`src/inc/uctl2_defines.vh`:
```
// Purpose: Offsets, field positions, reset values and timing counts for the control block.
// Assumes: 100 MHz system clock, 8-bit register port.
// Notes: Included by bare name.
`ifndef UCTL2_DEFINES_VH
`define UCTL2_DEFINES_VH
`define UCTL2_ADDR_W 2
`define UCTL2_OFF_CTRL2 2'h0
`define UCTL2_OFF_CTRL1 2'h1
`define UCTL2_OFF_STAT 2'h2
`define UCTL2_OFF_BAUD 2'h3
`define UCTL2_CTRL2_RST 8'h00
`define UCTL2_CTRL1_RST 8'h00
`define UCTL2_BAUD_RST 8'h1B
`define UCTL2_B_XEMPTY_IRQ 7
`define UCTL2_B_XDONE_IRQ 6
`define UCTL2_B_RXFULL_IRQ 5
`define UCTL2_B_QUIET_IRQ 4
`define UCTL2_B_XMIT_ON 3
`define UCTL2_B_RCV_ON 2
`define UCTL2_B_STANDBY 1
`define UCTL2_B_BREAK 0
`define UCTL2_B_LOOP 7
`define UCTL2_B_RCV_SOURCE_SEL 5
`define UCTL2_B_NINE 4
`define UCTL2_B_ROUSE 3
`define UCTL2_B_LONGBRK 2
`define UCTL2_B_DIR 1
`define UCTL2_OVS 16
`define UCTL2_BRK_SHORT 10
`define UCTL2_BRK_LONG 13
`define UCTL2_IDLE_CHAR 10
`endif

```
`src/hw/uctl2_rx.v`:
```
// Purpose: Receive shifter with idle-line and wakeup detection.
// Assumes: Serial input already synchronised; tick is a 16x bit-rate enable.
// Notes: Standby suppresses the full flag until the wakeup condition is seen.
`include "uctl2_defines.vh"
module uctl2_rx (
   input wire sys_clk,
   input wire rst,
   input wire tick,
   input wire enable,
   input wire nine_bit,
   input wire rouse_method_sel,
   input wire rcv_standby,
   input wire rx_line,
   output reg [8:0] rx_data_r,
   output reg char_done_r,
   output reg wake_r,
   output reg quiet_r
);
   reg [3:0] sub_r;
   reg [3:0] bit_r;
   reg busy_r;
   reg [8:0] sh_r;
   reg [8:0] idle_cnt_r;
   reg active_r;
   wire [3:0] last_bit = nine_bit ? 4'hA : 4'h9;
   wire [8:0] idle_need = (nine_bit ? 9'h00B : 9'h00A) * 9'h010;
   always @(posedge sys_clk or posedge rst) begin
      if (rst) begin
         sub_r <= 4'h0;
         bit_r <= 4'h0;
         busy_r <= 1'b0;
         sh_r <= 9'h000;
         rx_data_r <= 9'h000;
         char_done_r <= 1'b0;
         wake_r <= 1'b0;
         quiet_r <= 1'b0;
         idle_cnt_r <= 9'h000;
         active_r <= 1'b0;
      end else begin
         char_done_r <= 1'b0;
         wake_r <= 1'b0;
         quiet_r <= 1'b0;
         if (!enable) begin
            busy_r <= 1'b0;
            idle_cnt_r <= 9'h000;
         end else if (tick) begin
            if (!busy_r) begin
               if (!rx_line) begin
                  busy_r <= 1'b1;
                  sub_r <= 4'h0;
                  bit_r <= 4'h0;
                  active_r <= 1'b1;
               end
               if (rx_line && active_r) begin
                  // Idle line: one full character of marks after activity.
                  if (idle_cnt_r == idle_need - 9'h001) begin
                     idle_cnt_r <= 9'h000;
                     active_r <= 1'b0;
                     quiet_r <= ~rcv_standby;
                     wake_r <= rcv_standby & ~rouse_method_sel;
                  end else begin
                     idle_cnt_r <= idle_cnt_r + 9'h001;
                  end
               end else begin
                  idle_cnt_r <= 9'h000;
               end
            end else begin
               sub_r <= sub_r + 4'h1;
               if (sub_r == 4'h7) begin
                  if (bit_r == 4'h0 && rx_line) begin
                     busy_r <= 1'b0;
                  end else if (bit_r == last_bit) begin
                     busy_r <= 1'b0;
                     rx_data_r <= nine_bit ? sh_r : {1'b0, sh_r[8:1]};
                     // Address mark: data MSB is one.
                     if (rcv_standby && rouse_method_sel) begin
                        wake_r <= nine_bit ? sh_r[8] : sh_r[8];
                        char_done_r <= sh_r[8];
                     end else begin
                        char_done_r <= ~rcv_standby;
                     end
                  end else begin
                     if (bit_r != 4'h0) begin
                        sh_r <= {rx_line, sh_r[8:1]};
                     end
                     bit_r <= bit_r + 4'h1;
                  end
               end
            end
         end
      end
   end
endmodule

```
`src/hw/uctl2_top.v`:
```
// Purpose: Serial port second control register and the transmit, pin and interrupt logic it steers.
// Assumes: Register port with one-cycle read latency, 100 MHz clock, 8-bit data.
// Notes: Pin enables are active low; serial pins use three-stage synchronisers.
//
// Our own choices: the plain strobed port and the register offsets.
`include "uctl2_defines.vh"
module uctl2_top (
   input wire sys_clk,
   input wire rst,
   input wire [`UCTL2_ADDR_W-1:0] reg_addr,
   input wire [7:0] reg_wdata,
   input wire reg_wr,
   input wire reg_rd,
   output reg [7:0] reg_rdata_r,
   input wire [8:0] xmit_data,
   input wire xmit_load,
   output wire xmit_ready,
   output wire [8:0] rcv_data,
   input wire rcv_taken,
   input wire serial_out_in,
   output reg serial_out_o,
   output reg serial_out_oe_n,
   input wire serial_in_in,
   output wire serial_in_owned,
   output wire irq
);
   localparam S_IDLE = 4'b0001;
   localparam S_DATA = 4'b0010;
   localparam S_BRK = 4'b0100;
   localparam S_PRE = 4'b1000;
   reg [7:0] ctrl2_r;
   reg [7:0] ctrl1_r;
   reg [7:0] baud_r;
   reg [7:0] bdiv_r;
   reg tick;
   reg [2:0] sin_sync_r;
   reg [2:0] sout_sync_r;
   reg sin_r;
   reg sout_r;
   reg xempty_r;
   reg xdone_r;
   reg rfull_r;
   reg quiet_r;
   reg [8:0] xbuf_r;
   reg [3:0] state_r;
   reg [3:0] state_nxt;
   reg [3:0] sub_r;
   reg [3:0] cnt_r;
   reg [10:0] sh_r;
   reg idle_q_r;
   reg brk_q_r;
   reg pin_hold_r;
   wire xmit_on = ctrl2_r[`UCTL2_B_XMIT_ON];
   wire rcv_on = ctrl2_r[`UCTL2_B_RCV_ON];
   wire loop = ctrl1_r[`UCTL2_B_LOOP];
   wire single = loop & ctrl1_r[`UCTL2_B_RCV_SOURCE_SEL];
   wire nine = ctrl1_r[`UCTL2_B_NINE];
   wire [3:0] brk_len = ctrl1_r[`UCTL2_B_LONGBRK] ?
      4'd`UCTL2_BRK_LONG : 4'd`UCTL2_BRK_SHORT;
   wire [3:0] frm_len = nine ? 4'd11 : 4'd10;
   wire ctl_wr = reg_wr && reg_addr == `UCTL2_OFF_CTRL2;
   wire [8:0] rx_word;
   wire rx_done;
   wire rx_wake;
   wire rx_quiet;
   wire rx_line;
   wire tx_busy = state_r != S_IDLE;
   wire tx_line = (state_r == S_DATA) ? sh_r[0] : (state_r == S_BRK) ? 1'b0 : 1'b1;
   // Baud enable at 16x bit rate from the divisor register.
   always @(posedge sys_clk or posedge rst) begin
      if (rst) begin
         bdiv_r <= 8'h00;
         tick <= 1'b0;
      end else begin
         tick <= 1'b0;
         if (bdiv_r >= baud_r - 8'h01) begin
            bdiv_r <= 8'h00;
            tick <= baud_r != 8'h00;
         end else begin
            bdiv_r <= bdiv_r + 8'h01;
         end
      end
   end
   // Only the second and third stages are compared.
   always @(posedge sys_clk or posedge rst) begin
      if (rst) begin
         sin_sync_r <= 3'b111;
         sout_sync_r <= 3'b111;
         sin_r <= 1'b1;
         sout_r <= 1'b1;
      end else begin
         sin_sync_r <= {sin_sync_r[1:0], serial_in_in};
         sout_sync_r <= {sout_sync_r[1:0], serial_out_in};
         if (sin_sync_r[1] == sin_sync_r[2]) sin_r <= sin_sync_r[2];
         if (sout_sync_r[1] == sout_sync_r[2]) sout_r <= sout_sync_r[2];
      end
   end
   // Internal loop feeds the receiver from the transmitter; single wire listens on the output pin.
   assign rx_line = !loop ? sin_r : single ? sout_r : tx_line;
   assign serial_in_owned = rcv_on & ~loop;
   uctl2_rx u_rx (
      .sys_clk(sys_clk),
      .rst(rst),
      .tick(tick),
      .enable(rcv_on),
      .nine_bit(nine),
      .rouse_method_sel(ctrl1_r[`UCTL2_B_ROUSE]),
      .rcv_standby(ctrl2_r[`UCTL2_B_STANDBY]),
      .rx_line(rx_line),
      .rx_data_r(rcv_data),
      .char_done_r(rx_done),
      .wake_r(rx_wake),
      .quiet_r(rx_quiet)
   );
   // Control registers; the write path never waits on link activity.
   always @(posedge sys_clk or posedge rst) begin
      if (rst) begin
         ctrl2_r <= `UCTL2_CTRL2_RST;
         ctrl1_r <= `UCTL2_CTRL1_RST;
         baud_r <= `UCTL2_BAUD_RST;
      end else begin
         if (ctl_wr) ctrl2_r <= reg_wdata;
         else if (rx_wake) ctrl2_r[`UCTL2_B_STANDBY] <= 1'b0;
         if (reg_wr && reg_addr == `UCTL2_OFF_CTRL1) ctrl1_r <= reg_wdata;
         if (reg_wr && reg_addr == `UCTL2_OFF_BAUD) baud_r <= reg_wdata;
      end
   end
   always @(posedge sys_clk or posedge rst) begin
      if (rst) begin
         reg_rdata_r <= 8'h00;
      end else if (reg_rd) begin
         case (reg_addr)
            `UCTL2_OFF_CTRL2: reg_rdata_r <= ctrl2_r;
            `UCTL2_OFF_CTRL1: reg_rdata_r <= ctrl1_r;
            `UCTL2_OFF_STAT: reg_rdata_r <= {xempty_r, xdone_r, rfull_r, quiet_r, 4'h0};
            `UCTL2_OFF_BAUD: reg_rdata_r <= baud_r;
            default: reg_rdata_r <= 8'h00;
         endcase
      end else begin
         reg_rdata_r <= 8'h00;
      end
   end
   // Queued idle and break requests; set wins over the consuming clear.
   always @(posedge sys_clk or posedge rst) begin
      if (rst) begin
         idle_q_r <= 1'b0;
         brk_q_r <= 1'b0;
      end else begin
         if (ctl_wr && !xmit_on && reg_wdata[`UCTL2_B_XMIT_ON] && (tx_busy || !xdone_r))
            idle_q_r <= 1'b1;
         else if (state_nxt == S_PRE && state_r != S_PRE)
            idle_q_r <= 1'b0;
         if (ctl_wr && ctrl2_r[`UCTL2_B_BREAK] && !reg_wdata[`UCTL2_B_BREAK])
            brk_q_r <= 1'b1;
         else if (state_nxt == S_BRK && state_r != S_BRK)
            brk_q_r <= 1'b0;
      end
   end
   always @* begin
      state_nxt = state_r;
      case (state_r)
         S_IDLE: begin
            if (brk_q_r || (xmit_on && ctrl2_r[`UCTL2_B_BREAK])) state_nxt = S_BRK;
            else if (idle_q_r) state_nxt = S_PRE;
            else if (xmit_on && !xempty_r) state_nxt = S_DATA;
         end
         S_DATA, S_BRK, S_PRE: begin
            if (tick && sub_r == 4'hF && cnt_r == 4'h0) state_nxt = S_IDLE;
         end
         default: state_nxt = S_IDLE;
      endcase
   end
   // Clearing the break bit during a break queues one more, so a second may slip out.
   always @(posedge sys_clk or posedge rst) begin
      if (rst) begin
         state_r <= S_IDLE;
         sub_r <= 4'h0;
         cnt_r <= 4'h0;
         sh_r <= 11'h7FF;
         xbuf_r <= 9'h000;
         xempty_r <= 1'b1;
         xdone_r <= 1'b1;
      end else begin
         state_r <= state_nxt;
         if (xmit_load && xempty_r) begin
            xbuf_r <= xmit_data;
            xempty_r <= 1'b0;
         end
         if (state_r == S_IDLE && state_nxt != S_IDLE) begin
            sub_r <= 4'h0;
            if (state_nxt == S_DATA) begin
               sh_r <= nine ? {1'b1, xbuf_r, 1'b0} : {2'b11, xbuf_r[7:0], 1'b0};
               cnt_r <= frm_len - 4'h1;
               xempty_r <= 1'b1;
            end else if (state_nxt == S_BRK) begin
               cnt_r <= brk_len - (nine ? 4'h0 : 4'h1);
            end else begin
               cnt_r <= frm_len - 4'h1;
            end
         end else if (tick && tx_busy) begin
            sub_r <= sub_r + 4'h1;
            if (sub_r == 4'hF && cnt_r != 4'h0) begin
               cnt_r <= cnt_r - 4'h1;
               sh_r <= {1'b1, sh_r[10:1]};
            end
         end
         xdone_r <= xempty_r && !tx_busy && state_nxt == S_IDLE;
      end
   end
   always @(posedge sys_clk or posedge rst) begin
      if (rst) pin_hold_r <= 1'b0;
      else pin_hold_r <= xmit_on | tx_busy | idle_q_r | brk_q_r;
   end
   always @(posedge sys_clk or posedge rst) begin
      if (rst) begin
         serial_out_o <= 1'b1;
         serial_out_oe_n <= 1'b1;
      end else begin
         serial_out_o <= tx_line;
         if (single) serial_out_oe_n <= ~(pin_hold_r & ctrl1_r[`UCTL2_B_DIR]);
         else serial_out_oe_n <= ~pin_hold_r;
      end
   end
   // Receive-full and quiet flags; new events win over the consuming clear.
   always @(posedge sys_clk or posedge rst) begin
      if (rst) begin
         rfull_r <= 1'b0;
         quiet_r <= 1'b0;
      end else begin
         if (rx_done) rfull_r <= 1'b1;
         else if (rcv_taken) rfull_r <= 1'b0;
         if (rx_quiet) quiet_r <= 1'b1;
         else if (rcv_taken) quiet_r <= 1'b0;
      end
   end
   assign xmit_ready = xempty_r;
   assign irq = (ctrl2_r[`UCTL2_B_XEMPTY_IRQ] & xempty_r)
      | (ctrl2_r[`UCTL2_B_XDONE_IRQ] & xdone_r)
      | (ctrl2_r[`UCTL2_B_RXFULL_IRQ] & rfull_r)
      | (ctrl2_r[`UCTL2_B_QUIET_IRQ] & quiet_r);
endmodule

```
`config.mk`:
```
export PLATFORM = sky130hd
export DESIGN_NAME = uctl2_top
export DESIGN_NICKNAME = d
export VERILOG_FILES = /design/src/hw/uctl2_rx.v /design/src/hw/uctl2_top.v
export VERILOG_INCLUDE_DIRS = /design/src /design/src/inc
export SDC_FILE = /design/constraint.sdc
export NUM_CORES = 1
export LEC_CHECK = 0
export BUFFER_PORTS_ARGS = -buffer_cell sky130_fd_sc_hd__buf_2
export CAP_MARGIN = 5
export CORE_MARGIN = 2
export CORE_UTILIZATION = 46
export DETAILED_ROUTE_END_ITERATION = 7
export PLACE_DENSITY_LB_ADDON = 0.08
export SLEW_MARGIN = 5
export SYNTH_ARGS = -nofsm -noshare
export SYNTH_HDL_FRONTEND = slang
export SYNTH_SLANG_ARGS = --single-unit
```
`constraint.sdc`:
```
create_clock -name sys_clk -period 4.3 [get_ports sys_clk]
set_input_delay 0.86 -clock sys_clk [delete_from_list [all_inputs] [get_ports sys_clk]]
set_output_delay 0.86 -clock sys_clk [all_outputs]
set_load 0.02 [all_outputs]
```
* Word level (Yosys, flattened, before mapping)
Index checks and enable logic that the tools add are counted.
** Cells by class
- Add/sub/neg operators :: 10
- Multiplexer cells :: 86
- Reduce and logical (&&, ||, !) cells :: 52
- Bitwise operators :: 22
- Equality and inequality tests :: 28
- Order comparisons :: 1
** Operators with widths (count)
- $mux W4 :: 17
- $mux W9 :: 6
- $mux W1 :: 52
- $mux W11 :: 4
- $pmux W8 S4 :: 1
- $logic_and A1 B1 Y1 :: 23
- $mux W8 :: 2
- $reduce_bool A2 Y1 :: 7
- $add A4 B1 Y4 const B :: 3
- $eq A4 B3 Y1 const B :: 3
- $eq A4 B4 Y1 const B :: 3
- $reduce_and A6 Y1 :: 2
- $mux W10 :: 1
- $ne A2 B2 Y1 const B :: 5
- $add A9 B1 Y9 const B :: 1
- $eq A9 B9 Y1 :: 1
- $reduce_and A3 Y1 :: 3
- $sub A9 B1 Y9 const B :: 1
- $add A8 B1 Y8 const B :: 1
- $and A1 B1 Y1 :: 8
- $eq A4 B1 Y1 const B :: 2
- $eq A4 B2 Y1 const B :: 2
- $ge A8 B8 Y1 :: 1
- $logic_not A4 Y1 :: 2
- other kinds (24) :: 48
** Storage, ports and cells
- Register bits after elaboration :: 130
- Logic and storage cells :: 234
- Output and inout port bits :: 22
- Bits of input ports :: 27

* Longest topological paths before layout
- Word-level depth :: 11
- Gate-level depth with buffers :: 11
- Depth with buffers taken out :: 11

* Hierarchy
A second synthesis with hierarchy kept.
** Second synthesis, totals
- Cell total of the unflattened synthesis :: 563
- Area, all modules :: 6362.4 um^2
** Modules (own cells, without submodules)
- uctl2_top :: cells an instance 374, instances 1, area each 4345.4 um^2
- uctl2_rx :: cells an instance 189, instances 1, area each 2016.9 um^2

* Worst setup path before layout
OpenSTA, ideal clock, no wires.
- Path type :: flip-flop to flip-flop
- Start :: register baud_r[0]
- End :: register tick
- Data required time :: 4.181 ns
- Arrival time :: 2.301 ns
- Cell stages (with the launch flop) :: 12
- Path slack :: 1.880 ns
- Buffers on the path :: 0
- Path through :: dfstp_2 > inv_1 > ha_1 > nand2b_1 > nor2_1 > xnor2_1 > ha_1 > a21o_1 > a211o_1 > a41oi_1 > o21bai_1 > and2_1
** Between the ends
- Word-level cells in the longest chain between the ends :: 3
** RTL lines
- from (decl) :: line uctl2_top.v:33 : reg [7:0] baud_r;
- from (signal assigned) :: line uctl2_top.v:120 : baud_r <= `UCTL2_BAUD_RST;
- from (signal assigned) :: line uctl2_top.v:125 : if (reg_wr && reg_addr == `UCTL2_OFF_BAUD) baud_r <= reg_wdata;
- $sub A8 B1 Y8 :: line uctl2_top.v:76 : if (bdiv_r >= baud_r - 8'h01) begin
- $ge A8 B8 Y1 :: line uctl2_top.v:76
- $mux W1 * :: line uctl2_top.v:76
- to (signal assigned) :: line uctl2_top.v:73 : tick <= 1'b0;
- to (signal assigned) :: line uctl2_top.v:75 : tick <= 1'b0;
- to (signal assigned) :: line uctl2_top.v:78 : tick <= baud_r != 8'h00;
- to (decl) :: line uctl2_top.v:35 : reg tick;
Every way passes the cells marked *; elsewhere a longest branch is shown, timed or not.
A chain may end at the register's enable or synchronous reset.

* Worst setup path after layout
Ends and elaborated chain as after synthesis.

==> metrics list <==
- TritonCTS clock tree: yes
- Slew HR: 41.8%
- Biggest fanout along the worst timing path: 9
* Most common cell on crit path: sky130_fd_sc_hd__ha_1
- Area taken by multi-input logic gates: 2710 um2
- Netlist Area Pre-Place: 6120 um2
- For this design, the CTS-stage hold fixing added 0 buffers.
* Switching Power: 1.25 mW
* Max Slew Vio Count: 0
- Total DRC errors in the routed layout: 0
* Largest buffer count on any clock path: 2
- Via count: 4248
* Total Neg Setup Slack: 0 ns
* Core Area: 13100 um2
- Standard-cell rows: 42
- CTS Buf Count: 17
- After layout, the worst path uses 62.3% of the clock period.
- In this run the horizontal extent of the chip is 119 um.
- EDFF count, synth: 0
- Number of hold-slack violations in the final timing report: 0
- Top-area cell type share of the netlist area: 41.7%
* Global placement routability congestion: 0.794
- Critical-path cell with the highest stage delay: sky130_fd_sc_hd__dfstp_2
- The initial utilization of the core area, before any placement, comes to 46.6%.
- Of the synthesized area, sequential elements account for 53.3%.
- Data required time at the worst endpoint: 4.60 ns
- Of the total power, the clock network draws 37.5%.
* Top_reg_cell synth: sky130_fd_sc_hd__dfrtp_1
* Cell accounting for the most synthesized area: sky130_fd_sc_hd__dfrtp_1
* Total power divided by cell area: 587 nW/um2
- Clock-pin slew was measured on the worst setup and hold paths at 0.06 ns.
* Overall power after layout: 4.23 mW
* Final Routed Wirelength: 12400 um
- Net switching is 29.4% of the power.
- Setup violations remaining at the end of the flow were counted as 0.
- Number of cells upsized or downsized after cts: 0
- Top-level port count: 49
- The library cell used most frequently in the layout, excluding fill and tap cells, is sky130_fd_sc_hd__dfrtp_1.
* Chip height: 119 um
- Setup repair after global routing left no endpoint under its margin.
- Max IR drop VDD: 0.300 mV
* Clk Latency, worst-skew pair: 0.41 ns
* Smallest hold slack: 0.355 ns
* Net count after synthesis: 601
* Buffers plus inverters on the worst setup path: 1
- Once detail routing completed, the nets flagged for antenna violations numbered 0.
- Area added between synthesis and finish: 18.0%
* Data arrival, critical path: 2.98 ns
* Cell type group with the largest total delay on the critical path: compound AO/OA/AOI/OAI gates
* Setup WS post-layout: 1.62 ns
- In the final layout, flip-flops and latches occupy 3260 um2.
- On the worst path, the slowest cell contributes a delay of 0.55 ns.
- Overall global routing resource usage: 18.7%
- Post-layout minimum cycle time: 2.68 ns
- Die Area: 14200 um2
* Global-route wire length before repair: 21000 um
- The H-tree generated during clock tree synthesis spans 4 levels.
* Root buf cell: sky130_fd_sc_hd__clkbuf_16
* Routed length per instance: 15.5 um
* Sequential group share of total power: 40.4%
* Fillers: 1175
- Via density per instance: 5.32
* Seq cells post-synth: 129
* Clock skew after layout: 0.00589 ns
- Traced cell by cell, the critical path runs through inv_1 > ha_1 > nand2b_1 > nor2_1 > xnor2_1 > ha_1 > a21o_1 > a211o_1 > a41oi_1 > o21bai_1 > and2_1.
- In this run the worst hold path is classified as reg -> reg.
* Pin count of the biggest net entering global routing: 72
- Leakage: 3.25 nW
- Of the total power, combinational logic draws 22.1%.
- During placement, the flow inserted port buffers numbering 48.
- Cell internal pwr: 2.99 mW
* Max Freq: 373 MHz
- Num Clock Sinks: 129
* Number of diodes: 0
* Main area contributors after synthesis: sky130_fd_sc_hd__dfrtp_1 42%, sky130_fd_sc_hd__dfstp_2 12%, sky130_fd_sc_hd__mux2_2 6.8%
- Before CTS, the worst setup slack after placement is 1.65 ns.
- Crit. End Element: register
* Number of optimization iterations in the first detailed-route pass: 4
* Run status: finished, final reports clean
- The tool flagged a number of max-cap violations equal to 0.
* Nature of the critical path startpoint: register
* Yosys warning total: 0
- For this run, the post-layout net count is 655.
* Worst slew pin tran: 0.873 ns
- Buffers inserted during post-CTS setup optimization: 0
* Critical path class: reg -> reg
* Antenna violations before repair: 0
- Detailed placement ended at an HPWL of 8670 um.
* Asr flop ratio synth: 100%
* Average footprint of a synthesized cell: 11.0 um2
* Number of instances in the synthesized netlist: 555
- The number of different library cells used by synthesis comes to 57.
- In the layout the commonest cells are 102 x sky130_fd_sc_hd__dfrtp_1, 59 x sky130_fd_sc_hd__nand2_1, 56 x sky130_fd_sc_hd__o21ai_0.
- The post-route netlist has 25.6% of its cells at a drive strength greater than 1.
* Global route overflow: 0
- After the first detailed-routing iteration, the DRC count stood at 321.
- Number of global-route vias before repair: 4139
## metal layers
metal  vias to the layer above  global-route usage [%]  share of wire, %  wire length [um]
met4                         0                    4.85               1.1               137
met5                         -                       0                 0                 0
met1                      2070                    26.1                49              6100
li1                       2091                       -                 -                 -
met3                        10                    5.32               4.1               509
met2                        77                    28.8                45              5620
## sequential cells by signal, summed over array words and instances, names as in the netlist, 3 cells and up
signal,cells
sout_sync_r,3
u_rx.idle_cnt_r,9
ctrl1_r,8
cnt_r,4
sh_r,10
reg_rdata_r,8
xbuf_r,9
u_rx.bit_r,4
ctrl2_r,8
sub_r,4
u_rx.sh_r,9
baud_r,8
u_rx.rx_data_r,9
u_rx.sub_r,4
state_r,4
bdiv_r,8
sin_sync_r,3
## power by group through the flow
| stage | Clock [mW] | Sequential, mW | Combinational (mW) |
|---|---|---|---|
| 6_report | 1.59 | 1.71 | 0.935 |
| 5_1_grt | 1.67 | 1.75 | 1.06 |
| 4_1_cts | 1.62 | 1.71 | 0.952 |
| 3_5_place_dp | 0 | 1.73 | 0.948 |
| 3_3_place_gp | 0 | 1.73 | 0.916 |
| 2_1_floorplan | 0 | 1.67 | 0.727 |
## logic make-up after synthesis
kind of cell	count (synthesis)	synth area share, %
buffers and inverters	39	2.41
muxes	63	11.9
AOI/OAI and AO/OA	111	11.1
xor gates and xnor gates	16	2.29
adders and majority gates	21	4.21
DFF	129	53.3
and+or+nand+nor	176	14.8
## path summary, 6_finish.rpt
kind	from	endpoint	slack, ns	cells past startpoint
worst min-delay path	sin_sync_r[0]	sin_sync_r[1]	0.36	0
worst min register to register	sin_sync_r[0]	sin_sync_r[1]	0.36	0
min in group asynchronous	rst	state_r[3]	0.65	2
worst max-delay path	baud_r[0]	tick	1.62	11
worst max register to register	baud_r[0]	tick	1.62	11
max in group asynchronous	rst	baud_r[4]	2.82	3
## metrics by stage
step / instances / utilization (%) / cell area (um2)
finish: 798 / 54.9 / 7220
global route: 798 / 54.9 / 7220
CTS: 798 / 54.9 / 7220
detailed placement: 766 / 49.9 / 6560
global placement: 766 / 49.9 / 6560
floorplan: 555 / - / 6120
## worst reg2reg max path, cell delays in order (launching register included)
cell                       delay (ns)
sky130_fd_sc_hd__dfstp_2         0.55
sky130_fd_sc_hd__inv_1           0.08
sky130_fd_sc_hd__ha_1            0.23
sky130_fd_sc_hd__nand2b_1        0.10
sky130_fd_sc_hd__nor2_1          0.06
sky130_fd_sc_hd__xnor2_1         0.13
sky130_fd_sc_hd__ha_1            0.29
sky130_fd_sc_hd__a21o_1          0.19
sky130_fd_sc_hd__a211o_1         0.29
sky130_fd_sc_hd__a41oi_1         0.16
sky130_fd_sc_hd__o21bai_1        0.26
sky130_fd_sc_hd__and2_1          0.23
## layout make-up
class / count / share of cell area (%)
clock inverters: 9 / 2.46
well taps: 176 / 3.05
inverters: 21 / 1.13
flip-flops and latches: 129 / 45.2
repair buffers: 53 / 4.02
clock buffers: 23 / 6.62
multi-input cells: 387 / 37.5
## synthesized netlist by cell type, drive strengths merged, types with 6 or more instances
library cell and instances:
nand2 59, inv 21, nor2 24, xnor2 8, dfstp 27, o21ai 56
nor3 9, mux2i 22, a21oi 15, nand3 20, clkbuf 14, mux2 37
ha 19, dfrtp 102, and2 10, nor4 6, xor2 8, nand2b 10
Note: power is estimated with default switching activity, not from simulation.
